<file path="src/logic/dacref_pkg.sv">
// shared constants and types for the reference converter control block
package dacref_pkg;
   localparam int AV_ADDR_W = 4;
   localparam int AV_DATA_W = 32;
   localparam logic [AV_ADDR_W-1:0] CONV_CTRL_OFFS = 4'h0;
   localparam logic [AV_ADDR_W-1:0] LEVEL_CTRL_OFFS = 4'h4;
   localparam logic [AV_ADDR_W-1:0] STATUS_OFFS = 4'h8;
   localparam int CONV_EN_BIT = 7;
   localparam int LPS_BIT = 6;
   localparam int PIN_OE_BIT = 5;
   localparam int PSS_LSB = 2;
   localparam int NSS_BIT = 0;
   localparam logic [7:0] CONV_CTRL_MASK = 8'hed;
   localparam logic [7:0] LEVEL_CTRL_MASK = 8'h1f;
   localparam logic [7:0] CONV_CTRL_RST = 8'h00;
   localparam logic [7:0] LEVEL_CTRL_RST = 8'h00;
   localparam int LEVEL_W = 5;
   localparam int LEVEL_COUNT = 32;
   localparam logic [AV_DATA_W-1:0] UNMAPPED_DATA = 32'h0000_0000;

   typedef enum logic [1:0] {
      DACREF_PSRC_SUPPLY = 2'b00,
      DACREF_PSRC_EXTPIN = 2'b01,
      DACREF_PSRC_FIXREF = 2'b10,
      DACREF_PSRC_RSVD = 2'b11
   } dacref_psrc_t;

   typedef struct packed {
      logic [AV_ADDR_W-1:0] address;
      logic read;
      logic write;
      logic [AV_DATA_W-1:0] writedata;
      logic [3:0] byteenable;
   } dacref_av_req_t;

   typedef struct packed {
      logic [AV_DATA_W-1:0] readdata;
      logic waitrequest;
   } dacref_av_rsp_t;

   typedef struct packed {
      logic converter_enable;
      logic low_power_state_select;
      logic pin_output_enable;
      dacref_psrc_t positive_source_select;
      logic negative_source_select;
      logic [LEVEL_W-1:0] level_select;
   } dacref_ctrl_t;
endpackage

</file>
<file path="src/logic/dacref_sync2.sv">
// two-flop synchroniser for the digital pin input
`timescale 1ns/1ns
module dacref_sync2 (
   input wire logic clk,
   input wire logic rst,
   input wire logic din,
   output logic dout
);
   logic meta_q;
   logic meta_d;
   logic dout_d;

   always_comb begin
      meta_d = din;
      dout_d = meta_q;
   end

   always_ff @(posedge clk or posedge rst) begin
      if (rst) begin
         meta_q <= 1'b0;
         dout <= 1'b0;
      end else begin
         meta_q <= meta_d;
         dout <= dout_d;
      end
   end
endmodule

</file>
<file path="src/logic/dacref_pin_mux.sv">
// reference output pin override: analog connect, digital driver and input gating
`timescale 1ns/1ns
module dacref_pin_mux (
   input wire logic clk,
   input wire logic rst,
   input wire logic analog_sel,
   input wire logic port_out,
   input wire logic port_oe,
   input wire logic pad_in,
   output logic pad_out,
   output logic pad_oe,
   output logic port_in
);
   logic pad_in_s;
   logic port_in_d;

   dacref_sync2 u_sync (
      .clk(clk),
      .rst(rst),
      .din(pad_in),
      .dout(pad_in_s)
   );

   always_comb begin
      port_in_d = analog_sel ? 1'b0 : pad_in_s;
   end

   always_ff @(posedge clk or posedge rst) begin
      if (rst) begin
         pad_out <= 1'b0;
         pad_oe <= 1'b0;
         port_in <= 1'b0;
      end else begin
         pad_out <= analog_sel ? 1'b0 : port_out;
         pad_oe <= analog_sel ? 1'b0 : port_oe;
         port_in <= port_in_d;
      end
   end

   pin_quiet_a: assert property (@(posedge clk) disable iff (rst)
      $past(analog_sel) |-> !pad_oe && !port_in)
      else $error("pin driven or read while routed to converter");
   read_zero_a: assert property (@(posedge clk) disable iff (rst)
      analog_sel && $past(analog_sel) |=> port_in == 1'b0)
      else $error("pin read nonzero in converter output mode");
endmodule

</file>
<file path="src/logic/dacref_top.sv">
// reference converter control: registers on Avalon-MM and analog control outputs
// How it works
// - five-bit level field in low bits of level register picks one of 32 levels.
// - pin output enable set connects converter level to the output pin.
// - while pin carries the level, digital driver and input detection are off.
// - digital read of the pin in converter mode always returns zero.
// - converter enable bit turns the converter on, cleared turns it off.
// - low-power select picks positive source when one, negative when zero.
// - positive select 00 supply, 01 external pin, 10 fixed reference; 11 unused.
// - level register bits 7-5 read zero, level field in bits 4-0.
// - control register bits 4 and 1 ignore writes and read zero.
// - all implemented fields reset to zero on every reset.
//
// Decided for this implementation: the Avalon-MM register port and the address map.
`timescale 1ns/1ns
module dacref_top
   import dacref_pkg::*;
(
   input wire logic CLK,
   input wire logic SYS_RST,
   input wire logic [dacref_pkg::AV_ADDR_W-1:0] AVS_ADDRESS,
   input wire logic AVS_READ,
   input wire logic AVS_WRITE,
   input wire logic [dacref_pkg::AV_DATA_W-1:0] AVS_WRITEDATA,
   input wire logic [3:0] AVS_BYTEENABLE,
   output logic [dacref_pkg::AV_DATA_W-1:0] AVS_READDATA,
   output logic AVS_WAITREQUEST,
   output logic CONV_ENABLE,
   output logic [dacref_pkg::LEVEL_W-1:0] LEVEL_SELECT,
   output logic [dacref_pkg::LEVEL_COUNT-1:0] LEVEL_TAP,
   output logic POS_SRC_SUPPLY,
   output logic POS_SRC_EXTPIN,
   output logic POS_SRC_FIXREF,
   output logic NEG_SRC_EXTPIN,
   output logic NEG_SRC_GROUND,
   output logic LOW_POWER_POS,
   output logic PIN_ANALOG_CONNECT,
   input wire logic PORT_OUT,
   input wire logic PORT_OE,
   output logic PORT_IN,
   input wire logic PAD_I,
   output logic PAD_O,
   output logic PAD_OE
);
   import dacref_pkg::*;

   logic [7:0] conv_ctrl_q;
   logic [7:0] conv_ctrl_d;
   logic [7:0] level_ctrl_q;
   logic [7:0] level_ctrl_d;
   logic ack_q;
   logic ack_d;
   logic [AV_DATA_W-1:0] rdata_q;
   logic [AV_DATA_W-1:0] rdata_d;
   logic req;
   logic wr_fire;
   logic rd_fire;
   dacref_ctrl_t ctrl;
   logic [7:0] status_byte;

   // one wait cycle: write taken on the edge where waitrequest is low, read data captured on the edge before, while it is high
   assign req = AVS_READ | AVS_WRITE;
   assign AVS_WAITREQUEST = req & ~ack_q;
   assign wr_fire = AVS_WRITE & ack_q;
   assign rd_fire = AVS_READ & ~ack_q;

   always_comb begin
      conv_ctrl_d = conv_ctrl_q;
      level_ctrl_d = level_ctrl_q;
      ack_d = req & ~ack_q;
      if (wr_fire && AVS_BYTEENABLE[0]) begin
         if (AVS_ADDRESS == CONV_CTRL_OFFS) begin
            conv_ctrl_d = AVS_WRITEDATA[7:0] & CONV_CTRL_MASK;
         end
         if (AVS_ADDRESS == LEVEL_CTRL_OFFS) begin
            level_ctrl_d = AVS_WRITEDATA[7:0] & LEVEL_CTRL_MASK;
         end
      end
   end

   always_comb begin
      ctrl.converter_enable = conv_ctrl_q[CONV_EN_BIT];
      ctrl.low_power_state_select = conv_ctrl_q[LPS_BIT];
      ctrl.pin_output_enable = conv_ctrl_q[PIN_OE_BIT];
      ctrl.positive_source_select = dacref_psrc_t'(conv_ctrl_q[PSS_LSB+1:PSS_LSB]);
      ctrl.negative_source_select = conv_ctrl_q[NSS_BIT];
      ctrl.level_select = level_ctrl_q[LEVEL_W-1:0];
      status_byte = {6'h00, ctrl.positive_source_select == DACREF_PSRC_RSVD, ctrl.pin_output_enable};
   end

   always_comb begin
      rdata_d = rdata_q;
      if (rd_fire) begin
         case (AVS_ADDRESS)
            CONV_CTRL_OFFS: rdata_d = {24'h000000, conv_ctrl_q & CONV_CTRL_MASK};
            LEVEL_CTRL_OFFS: rdata_d = {24'h000000, level_ctrl_q & LEVEL_CTRL_MASK};
            STATUS_OFFS: rdata_d = {24'h000000, status_byte};
            default: rdata_d = UNMAPPED_DATA;
         endcase
      end
   end

   always_ff @(posedge CLK or posedge SYS_RST) begin
      if (SYS_RST) begin
         conv_ctrl_q <= CONV_CTRL_RST;
         level_ctrl_q <= LEVEL_CTRL_RST;
         ack_q <= 1'b0;
         rdata_q <= '0;
      end else begin
         conv_ctrl_q <= conv_ctrl_d;
         level_ctrl_q <= level_ctrl_d;
         ack_q <= ack_d;
         rdata_q <= rdata_d;
      end
   end

   assign AVS_READDATA = rdata_q;

   // analog control outputs decoded from the stored fields
   always_comb begin
      CONV_ENABLE = ctrl.converter_enable;
      LEVEL_SELECT = ctrl.level_select;
      LEVEL_TAP = '0;
      LEVEL_TAP[ctrl.level_select] = ctrl.converter_enable;
      LOW_POWER_POS = ctrl.low_power_state_select;
      // reserved code selects no source, so rails are never shorted
      POS_SRC_SUPPLY = ctrl.positive_source_select == DACREF_PSRC_SUPPLY;
      POS_SRC_EXTPIN = ctrl.positive_source_select == DACREF_PSRC_EXTPIN;
      POS_SRC_FIXREF = ctrl.positive_source_select == DACREF_PSRC_FIXREF;
      NEG_SRC_EXTPIN = ctrl.negative_source_select;
      NEG_SRC_GROUND = ~ctrl.negative_source_select;
      PIN_ANALOG_CONNECT = ctrl.pin_output_enable;
   end

   dacref_pin_mux u_pin (
      .clk(CLK),
      .rst(SYS_RST),
      .analog_sel(ctrl.pin_output_enable),
      .port_out(PORT_OUT),
      .port_oe(PORT_OE),
      .pad_in(PAD_I),
      .pad_out(PAD_O),
      .pad_oe(PAD_OE),
      .port_in(PORT_IN)
   );

   // bus handshake: exactly one wait cycle per request
   wait_first_a: assert property (@(posedge CLK) disable iff (SYS_RST)
      req && !ack_q |-> AVS_WAITREQUEST)
      else $error("no wait cycle on new request");

   wait_second_a: assert property (@(posedge CLK) disable iff (SYS_RST)
      req && ack_q |-> !AVS_WAITREQUEST)
      else $error("waitrequest held past one cycle");

   ack_pulse_a: assert property (@(posedge CLK) disable iff (SYS_RST)
      ack_q |=> !ack_q)
      else $error("acknowledge longer than one cycle");

   ack_cause_a: assert property (@(posedge CLK) disable iff (SYS_RST)
      ack_q |-> $past(req))
      else $error("acknowledge without request");

   idle_no_wait_a: assert property (@(posedge CLK) disable iff (SYS_RST)
      !req |-> !AVS_WAITREQUEST)
      else $error("waitrequest high while idle");

   // register storage
   conv_hold_a: assert property (@(posedge CLK) disable iff (SYS_RST)
      !(wr_fire && AVS_BYTEENABLE[0] && AVS_ADDRESS == CONV_CTRL_OFFS) |=> $stable(conv_ctrl_q))
      else $error("control register changed without write");

   level_hold_a: assert property (@(posedge CLK) disable iff (SYS_RST)
      !(wr_fire && AVS_BYTEENABLE[0] && AVS_ADDRESS == LEVEL_CTRL_OFFS) |=> $stable(level_ctrl_q))
      else $error("level register changed without write");

   conv_store_a: assert property (@(posedge CLK) disable iff (SYS_RST)
      wr_fire && AVS_BYTEENABLE[0] && AVS_ADDRESS == CONV_CTRL_OFFS |=>
      conv_ctrl_q == ($past(AVS_WRITEDATA[7:0]) & CONV_CTRL_MASK))
      else $error("control register did not store write");

   conv_bits_zero_a: assert property (@(posedge CLK) disable iff (SYS_RST)
      conv_ctrl_q[4] == 1'b0 && conv_ctrl_q[1] == 1'b0)
      else $error("control unimplemented bits stored");

   level_bits_zero_a: assert property (@(posedge CLK) disable iff (SYS_RST)
      level_ctrl_q[7:5] == 3'h0)
      else $error("level unimplemented bits stored");

   // read path
   rdata_hold_a: assert property (@(posedge CLK) disable iff (SYS_RST)
      !rd_fire |=> $stable(AVS_READDATA))
      else $error("read data changed without read");

   conv_read_a: assert property (@(posedge CLK) disable iff (SYS_RST)
      rd_fire && AVS_ADDRESS == CONV_CTRL_OFFS |=> AVS_READDATA == {24'h000000, $past(conv_ctrl_q)})
      else $error("control read differs from register");

   level_read_a: assert property (@(posedge CLK) disable iff (SYS_RST)
      rd_fire && AVS_ADDRESS == LEVEL_CTRL_OFFS |=> AVS_READDATA == {24'h000000, $past(level_ctrl_q)})
      else $error("level read differs from register");

   status_read_a: assert property (@(posedge CLK) disable iff (SYS_RST)
      rd_fire && AVS_ADDRESS == STATUS_OFFS |=>
      AVS_READDATA[31:2] == 30'h0 && AVS_READDATA[0] == $past(conv_ctrl_q[PIN_OE_BIT]))
      else $error("status read wrong");

   reserved_flag_a: assert property (@(posedge CLK) disable iff (SYS_RST)
      rd_fire && AVS_ADDRESS == STATUS_OFFS |=>
      AVS_READDATA[1] == ($past(conv_ctrl_q[PSS_LSB+1:PSS_LSB]) == 2'h3))
      else $error("reserved code flag wrong");

   unmapped_read_a: assert property (@(posedge CLK) disable iff (SYS_RST)
      rd_fire && AVS_ADDRESS != CONV_CTRL_OFFS && AVS_ADDRESS != LEVEL_CTRL_OFFS && AVS_ADDRESS != STATUS_OFFS
      |=> AVS_READDATA == UNMAPPED_DATA)
      else $error("unmapped read not zero");

   // analog control outputs, unimplemented-bit reads and reset values
   level_follow_a: assert property (@(posedge CLK) disable iff (SYS_RST)
      LEVEL_SELECT == level_ctrl_q[LEVEL_W-1:0])
      else $error("level select differs from register");

   level_write_a: assert property (@(posedge CLK) disable iff (SYS_RST)
      wr_fire && AVS_BYTEENABLE[0] && AVS_ADDRESS == LEVEL_CTRL_OFFS |=>
      LEVEL_SELECT == $past(AVS_WRITEDATA[LEVEL_W-1:0]))
      else $error("level select does not follow write");

   tap_off_a: assert property (@(posedge CLK) disable iff (SYS_RST)
      !CONV_ENABLE |-> LEVEL_TAP == 32'h0)
      else $error("level tap active while converter off");

   conv_follow_a: assert property (@(posedge CLK) disable iff (SYS_RST)
      CONV_ENABLE == conv_ctrl_q[CONV_EN_BIT])
      else $error("converter enable differs from register");

   lps_write_a: assert property (@(posedge CLK) disable iff (SYS_RST)
      wr_fire && AVS_BYTEENABLE[0] && AVS_ADDRESS == CONV_CTRL_OFFS |=>
      LOW_POWER_POS == $past(AVS_WRITEDATA[LPS_BIT]))
      else $error("low power select does not follow write");

   pos_supply_a: assert property (@(posedge CLK) disable iff (SYS_RST)
      conv_ctrl_q[PSS_LSB+1:PSS_LSB] == 2'h0 |-> POS_SRC_SUPPLY && !POS_SRC_EXTPIN && !POS_SRC_FIXREF)
      else $error("code 00 does not pick supply");

   pos_extpin_a: assert property (@(posedge CLK) disable iff (SYS_RST)
      conv_ctrl_q[PSS_LSB+1:PSS_LSB] == 2'h1 |-> !POS_SRC_SUPPLY && POS_SRC_EXTPIN && !POS_SRC_FIXREF)
      else $error("code 01 does not pick external pin");

   pos_fixref_a: assert property (@(posedge CLK) disable iff (SYS_RST)
      conv_ctrl_q[PSS_LSB+1:PSS_LSB] == 2'h2 |-> !POS_SRC_SUPPLY && !POS_SRC_EXTPIN && POS_SRC_FIXREF)
      else $error("code 10 does not pick fixed reference");

   pos_reserved_a: assert property (@(posedge CLK) disable iff (SYS_RST)
      conv_ctrl_q[PSS_LSB+1:PSS_LSB] == 2'h3 |-> !POS_SRC_SUPPLY && !POS_SRC_EXTPIN && !POS_SRC_FIXREF)
      else $error("reserved code drives a source");

   neg_follow_a: assert property (@(posedge CLK) disable iff (SYS_RST)
      NEG_SRC_EXTPIN == conv_ctrl_q[NSS_BIT])
      else $error("negative source differs from register");

   neg_write_a: assert property (@(posedge CLK) disable iff (SYS_RST)
      wr_fire && AVS_BYTEENABLE[0] && AVS_ADDRESS == CONV_CTRL_OFFS |=>
      NEG_SRC_EXTPIN == $past(AVS_WRITEDATA[NSS_BIT]))
      else $error("negative source does not follow write");

   pin_follow_a: assert property (@(posedge CLK) disable iff (SYS_RST)
      PIN_ANALOG_CONNECT == conv_ctrl_q[PIN_OE_BIT])
      else $error("pin connect differs from register");

   level_onehot_a: assert property (@(posedge CLK) disable iff (SYS_RST)
      CONV_ENABLE |-> $onehot(LEVEL_TAP) && LEVEL_TAP[LEVEL_SELECT])
      else $error("level tap does not match level code");

   pin_connect_a: assert property (@(posedge CLK) disable iff (SYS_RST)
      wr_fire && AVS_BYTEENABLE[0] && AVS_ADDRESS == CONV_CTRL_OFFS |=>
      PIN_ANALOG_CONNECT == $past(AVS_WRITEDATA[PIN_OE_BIT]))
      else $error("pin connect does not follow written enable");

   conv_enable_a: assert property (@(posedge CLK) disable iff (SYS_RST)
      wr_fire && AVS_BYTEENABLE[0] && AVS_ADDRESS == CONV_CTRL_OFFS |=>
      CONV_ENABLE == $past(AVS_WRITEDATA[CONV_EN_BIT]))
      else $error("converter enable does not follow write");

   lps_follow_a: assert property (@(posedge CLK) disable iff (SYS_RST)
      LOW_POWER_POS == conv_ctrl_q[LPS_BIT] && !(POS_SRC_SUPPLY && POS_SRC_FIXREF))
      else $error("low power select mismatch");

   pos_source_a: assert property (@(posedge CLK) disable iff (SYS_RST)
      $countones({POS_SRC_SUPPLY, POS_SRC_EXTPIN, POS_SRC_FIXREF}) <= 1)
      else $error("more than one positive source selected");

   neg_source_a: assert property (@(posedge CLK) disable iff (SYS_RST)
      NEG_SRC_EXTPIN != NEG_SRC_GROUND)
      else $error("negative source select inconsistent");

   level_unimpl_a: assert property (@(posedge CLK) disable iff (SYS_RST)
      rd_fire && AVS_ADDRESS == LEVEL_CTRL_OFFS |=> AVS_READDATA[7:5] == 3'h0)
      else $error("level register upper bits not zero");

   ctrl_unimpl_a: assert property (@(posedge CLK) disable iff (SYS_RST)
      rd_fire && AVS_ADDRESS == CONV_CTRL_OFFS |=> AVS_READDATA[4] == 1'b0 && AVS_READDATA[1] == 1'b0)
      else $error("control register unimplemented bits not zero");

   reset_zero_a: assert property (@(posedge CLK) $fell(SYS_RST) |->
      conv_ctrl_q == 8'h00 && level_ctrl_q == 8'h00)
      else $error("register not zero after reset");

   // stored level is what a later read returns, checked by level_read_a
   readback_a: assert property (@(posedge CLK) disable iff (SYS_RST)
      wr_fire && AVS_BYTEENABLE[0] && AVS_ADDRESS == LEVEL_CTRL_OFFS |=>
      level_ctrl_q == ($past(AVS_WRITEDATA[7:0]) & LEVEL_CTRL_MASK))
      else $error("level register did not store write");
endmodule

</file>
<file path="config.mk">
export PLATFORM = sky130hd
export DESIGN_NAME = dacref_top
export DESIGN_NICKNAME = d
export VERILOG_FILES = /design/src/logic/dacref_pkg.sv /design/src/logic/dacref_sync2.sv /design/src/logic/dacref_pin_mux.sv /design/src/logic/dacref_top.sv
export SDC_FILE = /design/constraint.sdc
export NUM_CORES = 1
export LEC_CHECK = 0
export BUFFER_PORTS_ARGS = -buffer_cell sky130_fd_sc_hd__buf_2
export CORE_MARGIN = 10
export CORE_UTILIZATION = 25
export DETAILED_ROUTE_END_ITERATION = 8
export GPL_ROUTABILITY_DRIVEN = 0
export PLACE_DENSITY = 0.68
export SLEW_MARGIN = 20
export SYNTH_ARGS = -nofsm -noshare
export SYNTH_HDL_FRONTEND = slang
export SYNTH_HIERARCHICAL = 1
export SYNTH_SLANG_ARGS = --single-unit
</file>
<file path="constraint.sdc">
create_clock -name CLK -period 1.17 [get_ports CLK]
set_input_delay 0.0585 -clock CLK [delete_from_list [all_inputs] [get_ports CLK]]
set_output_delay 0.0585 -clock CLK [all_outputs]
set_load 0.05 [all_outputs]
</file>
# Word-level counts from Yosys, hierarchy flattened
# Cells that the tools add are included.
totals:
  ff_bits: 49
  output_inout_bits: 81
  word_cells: 35
op_classes:
  reduce_logical: 6
  bitwise: 7
  muxes: 6
  n_eq_ne: 5
  n_lt_le_gt_ge: 2
ops:
  columns: ["operator", "n"]
  rows:
  - ["bitwise AND 32 bit", 1]
  - ["case mux 8 bit (3 select lines)", 1]
  - ["< comparator 5 x 6 -> 1 bit, second input constant", 1]
  - ["demux 1 bit (select 5 bit)", 1]
  - [">= comparator 5 x 1 -> 1 bit, second input constant", 1]
  - ["equality test 2 bit, second input constant", 2]
  - ["equality test 4 x 3 -> 1 bit, second input constant", 1]
  - ["equality test 4 bit, second input constant", 1]
  - ["zero test 4 bit", 1]
  - ["2-to-1 mux 1 bit", 4]
  - ["AND reduction 2 bit", 2]
  - ["bitwise AND 1 bit", 3]
  - ["equality test 2 x 1 -> 1 bit, second input constant", 1]
  - ["logical AND 1 bit", 2]
  - ["zero test 2 bit", 1]
  - ["NOT 1 bit", 2]
  - ["bitwise OR 1 bit", 1]

# Depth between registers and ports, before layout
logic_depth:
  word_depth: 5
  ltp_mapped: 4
  ltp_nobuf: 3

# Hierarchy
# Netlist, hierarchy kept.
by_module_without_submodules:
  columns: ["module", "area_per_inst_um2", "n_inst", "seq_area_each_um2", "cells_per_inst"]
  rows:
  - ["dacref_top", 1297.5, 1, 500.5, 150]
  - ["dacref_pin_mux", 97.6, 1, 75.1, 7]
  - ["dacref_sync2", 53.8, 1, 50.0, 3]

# Worst setup path after synthesis
# OpenSTA, ideal clock, no wires.
synth_timing:
  path_type: "register to output"
  start: "register conv_ctrl_q[7]"
  end: "output LEVEL_TAP[0] (netlist name)"
  t_arrival_ns: 2.006
  slack_ns: -0.894
  required_ns: 1.112
  stages_incl_launch_ff: 4
  n_path_buf: 1
  cell_sequence: "dfrtp_1 > or3b_2 > clkbuf_1 > nor2_1"
synth_between:
  elab_chain_len: 1
synth_rtl:
  columns: ["item", "line_no", "source"]
  rows:
  - ["from (decl)", "dacref_top.sv:47", "logic [7:0] conv_ctrl_q;"]
  - ["from (signal assigned)", "dacref_top.sv:110", "conv_ctrl_q <= conv_ctrl_d;"]
  - ["bitwise AND 32 bit (no source line)", null, null]
  - ["to (decl)", "dacref_top.sv:30", "output logic [dacref_pkg::LEVEL_COUNT-1:0] LEVEL_TAP,"]
# Every way passes these cells.

# Final worst setup path
layout_timing:
  start: "register level_ctrl_q[1]"
  end: "output LEVEL_TAP[12] (netlist name)"
layout_between:
  elab_chain_len: 5
  word_cells_on_any_way: 6
  classes_between: "2 x order compare; 2 x mux; 1 x bitwise; 1 x reduce/logical"
layout_rtl:
  columns: ["item", "line_no", "source"]
  rows:
  - ["from (decl)", "dacref_top.sv:49", "logic [7:0] level_ctrl_q;"]
  - ["from (signal assigned)", "dacref_top.sv:111", "level_ctrl_q <= level_ctrl_d;"]
  - ["< comparator 5 x 6 -> 1 bit (implied by the code) / >= comparator 5 x 1 -> 1 bit (equally long branches)", "dacref_top.sv:124", "LEVEL_TAP[ctrl.level_select] = ctrl.converter_enable;"]
  - ["logical AND 1 bit (implied by the code)", "dacref_top.sv:124", null]
  - ["2-to-1 mux 1 bit (implied by the code)", "dacref_top.sv:124", null]
  - ["demux 1 bit (select 5 bit) *", "dacref_top.sv:124", null]
  - ["bitwise AND 32 bit (no source line) *", null, null]
# Every way passes the cells marked *; elsewhere a longest branch is shown, timed or not.

==> flow_metrics.tcl <==
set metrics [dict create \
    outcome "finished with violations" \
    violations "setup timing" \
    timing.critical_path.required_ns 1.11 \
    pwr_density_cell_nw_per_um2 1020 \
    tritoncts "built" \
    rr_startpoint "ack_q" \
    regToRegSetupSlack_ns -0.14 \
    drt_wl_total_um 5343 \
    fin_ws_ns -0.3990 \
    synth_edf_count 0 \
    dpl.hpwl_um 4261 \
    die_height_um 96.13 \
    area.growth.synth_to_final_pct 103.0 \
    cp_max_fo 8 \
    post-route-period-util_pct 134.1 \
    gr-usage-all-layers_pct 10.78 \
    numCtsBuffers 3 \
    final.fill_count 492 \
    die_area_um2 9241 \
    initial_core_util_pct 25.99 \
    drc 0 \
    synth.area.mux_share_pct 9.931 \
    switching_share_pct 43.52 \
    share_seq_of_total_power_pct 34.2 \
    worst_r2r_path_depth 4 \
    critical_path.startpoint_type "flip-flop" \
    timing.hold.ws_ns 0.009196 \
    setup-violations-final 46 \
    drive_above_1_share_pct 68.38 \
    combinationalPowerShare_pct 48.9 \
    cp.arrival_ns 1.51 \
    peakVddDrop_uv 607.8 \
    synthesis.yosys.warnings 6 \
    static-leakage-power_nw 1.299 \
    row_count 27 \
    synth_simple_gate_area_share_pct 25.99 \
    die_width_um 96.13 \
    criticalPathCategory "reg2out" \
    yosys.area_share.xor_xnor_pct 0 \
    clk_pin_slew_worst_paths_ns 0.09 \
    route.detailed.vias_per_inst 4.212 \
    clk-insertion-delay-late_ns 0.27 \
    grt_first_pass_wirelength_um 7935 \
    post-route-min-period_ns 1.569 \
    syn_area_um2 1449 \
    switchingPower_mw 1.306 \
    timing.max_cap.violations 0 \
    final-max-slew-violation-count 0 \
    antenna_cells 0 \
    postSynthRegisterBits 25 \
    hold_viol_final 0 \
    globalRouteOverflowTotal 0 \
    port_bufs 76 \
    postRouteAntennaNets 0 \
    finish.net_count 320 \
    pwr-share-clk_pct 16.8 \
    worst_clock_skew_ns 0.003845 \
    ys_types 26 \
    postSynth.asyncResetShare_pct 100.0 \
    rsz_0062_raised_after_global_routing "true" \
    crit_path_start "level_ctrl_q[1]" \
    first_global_vias 1569 \
    antenna_found_initial 0 \
    cts.sink_count 25 \
    synth_compound_area_share_pct 5.095 \
    worst_setup_path_endpoint "LEVEL_TAP[12]" \
    wire_per_inst_um 15.53 \
    end_kind "primary output" \
    synth_cells 160 \
    detail_route.first_pass.iterations 4 \
    internal_power_mw 1.695 \
    cts.path.max_buffers 2 \
    syn_avg_cell_area_um2 9.056 \
    synth_adder_area_share_pct 0 \
    cts-root-buf "sky130_fd_sc_hd__clkbuf_8" \
    fp.coreArea_um2 5574 \
    routed-via-count 1449 \
    r2r-end "conv_ctrl_q[6]" \
    fmaxAchievable_ghz 0.6374 \
    pin_count 128 \
    htree_levels 1 \
    hold_path.class "in2reg" \
    detail_route.iter0.violations 66 \
    yosys_most_used_dff "sky130_fd_sc_hd__dfrtp_1" \
    grt_max_degree 21 \
    power.total_mw 3.001 \
    synth.yosys.seq_area_share_pct 43.18 \
    largest_family_of_logic_cells_by_synthesized_area "simple AND/OR/NAND/NOR gates" \
]
cell usage in the layout (no fill, tap or decap), types with 6 or more instances in the layout:
cell type and count:
sky130_fd_sc_hd__dfrtp_1 17, sky130_fd_sc_hd__nor2_4 34, sky130_fd_sc_hd__buf_8 19, sky130_fd_sc_hd__buf_2 36, sky130_fd_sc_hd__buf_6 30, sky130_fd_sc_hd__dfrtp_2 8
sky130_fd_sc_hd__buf_4 22, sky130_fd_sc_hd__nand2_1 12, sky130_fd_sc_hd__mux2_4 11, sky130_fd_sc_hd__conb_1 24, sky130_fd_sc_hd__nor2b_1 6
routing by layer:
layer,routed length [um],global-route usage (%),up-vias,share of wire [%]
li1,-,-,705,-
met3,275,1.089,7,5.1
met2,2916,20.35,53,55
met5,0,0,-,0
met4,72,3.440,0,1.3
met1,2078,12.28,684,39
power by group through the flow:
| stage | combinational [mW] | sequential, mW | clock [mW] |
|---|---|---|---|
| after floorplan | 0.777 | 1.25 | 0 |
| after global placement | 1.26 | 1.03 | 0 |
| after detailed placement | 1.27 | 1.04 | 0 |
| after CTS | 1.41 | 1.02 | 0.522 |
| after global routing | 1.55 | 1.04 | 0.553 |
| final | 1.47 | 1.03 | 0.505 |
per-stage QoR:
step / worst slack, ns / area (um2) / util (%) / setup TNS (ns) / instances
floorplan: -0.5324 / 1896 / - / -14.29 / 183
global placement: -0.2828 / 2416 / 43.34 / -6.633 / 333
detailed placement: -0.2966 / 2416 / 43.34 / -7.299 / 333
CTS: -0.3928 / 2825 / 50.68 / -12.01 / 341
global route: -0.4282 / 2942 / 52.77 / -14.56 / 344
finish: -0.3990 / 2942 / 52.77 / -12.16 / 344
cell type report:
type / count / area, um2 / area share (%)
Inverter: 6 / 25.02 / 0.8507
Multi-Input combinational cell: 123 / 1069 / 36.32
Timing Repair Buffer: 114 / 1076 / 36.58
Clock inverter: 1 / 5.005 / 0.1701
Tap cell: 72 / 90.09 / 3.063
Sequential cell: 25 / 635.6 / 21.61
Clock buffer: 3 / 41.29 / 1.404
registers in the layout, indices dropped and copies added, names as in the netlist:
register	flops
conv_ctrl_q	6
u_pin/u_sync/dout_d	1
AVS_READDATA	8
ack_q	1
u_pin/pad_out	1
u_pin/port_in	1
level_ctrl_q	5
u_pin/pad_oe	1
u_pin/u_sync/dout	1
kinds of logic after synthesis:
group	Yosys count
other	1
AND/OR/NAND/NOR	75
buffers and inverters	35
flip-flops	25
multiplexers	13
AO/OA/AOI/OAI	11
Yosys cell counts (2+ instances only):
| cell | instances | area share (%) |
|---|---|---|
| sky130_fd_sc_hd__or3_1 | 2 | 0.86 |
| sky130_fd_sc_hd__nand3_1 | 5 | 1.7 |
| sky130_fd_sc_hd__nor2_1 | 36 | 9.3 |
| sky130_fd_sc_hd__mux2_2 | 11 | 8.5 |
| sky130_fd_sc_hd__clkbuf_1 | 4 | 1.0 |
| sky130_fd_sc_hd__nand2_1 | 13 | 3.4 |
| sky130_fd_sc_hd__mux2i_1 | 2 | 1.4 |
| sky130_fd_sc_hd__nand3b_1 | 4 | 2.1 |
| sky130_fd_sc_hd__nor2b_1 | 7 | 3.0 |
| sky130_fd_sc_hd__o31ai_1 | 2 | 1.0 |
| sky130_fd_sc_hd__o21ai_0 | 6 | 2.1 |
| sky130_fd_sc_hd__dfrtp_1 | 25 | 43 |
| sky130_fd_sc_hd__buf_4 | 25 | 13 |
| sky130_fd_sc_hd__inv_1 | 6 | 1.6 |
how the worst min path moves through the flow:
stage	startpoint	end	slack [ns]	depth (start not counted)
floorplan	SYS_RST	u_pin/u_sync/dout	-0.20	1
detailed placement	SYS_RST	u_pin/u_sync/dout_d	-0.06	2
global placement	SYS_RST	u_pin/u_sync/dout_d	-0.07	2
global route	PORT_OUT	u_pin/pad_out	0.009	2
CTS	PORT_OUT	u_pin/pad_out	0.006	2
finish	PORT_OUT	u_pin/pad_out	0.009	2
critical path: stages, from the launching register on:
cell and delay [ns]:
sky130_fd_sc_hd__dfrtp_2 0.42, sky130_fd_sc_hd__or3b_4 0.41, sky130_fd_sc_hd__buf_12 0.17, sky130_fd_sc_hd__nor2_4 0.09, sky130_fd_sc_hd__buf_6 0.16
what timing repair did:
| action | 4_1_cts | 5_1_grt |
|---|---|---|
| endpoints found under the hold margin | 26 | 0 |
| endpoints found under the setup margin | 48 | 52 |
| pin swaps | 12 | 9 |
| hold buffers | 2 | 0 |
| resized for setup | 102 | 29 |
| setup buffers | 2 | 4 |
(Power assumes the default switching activity.)
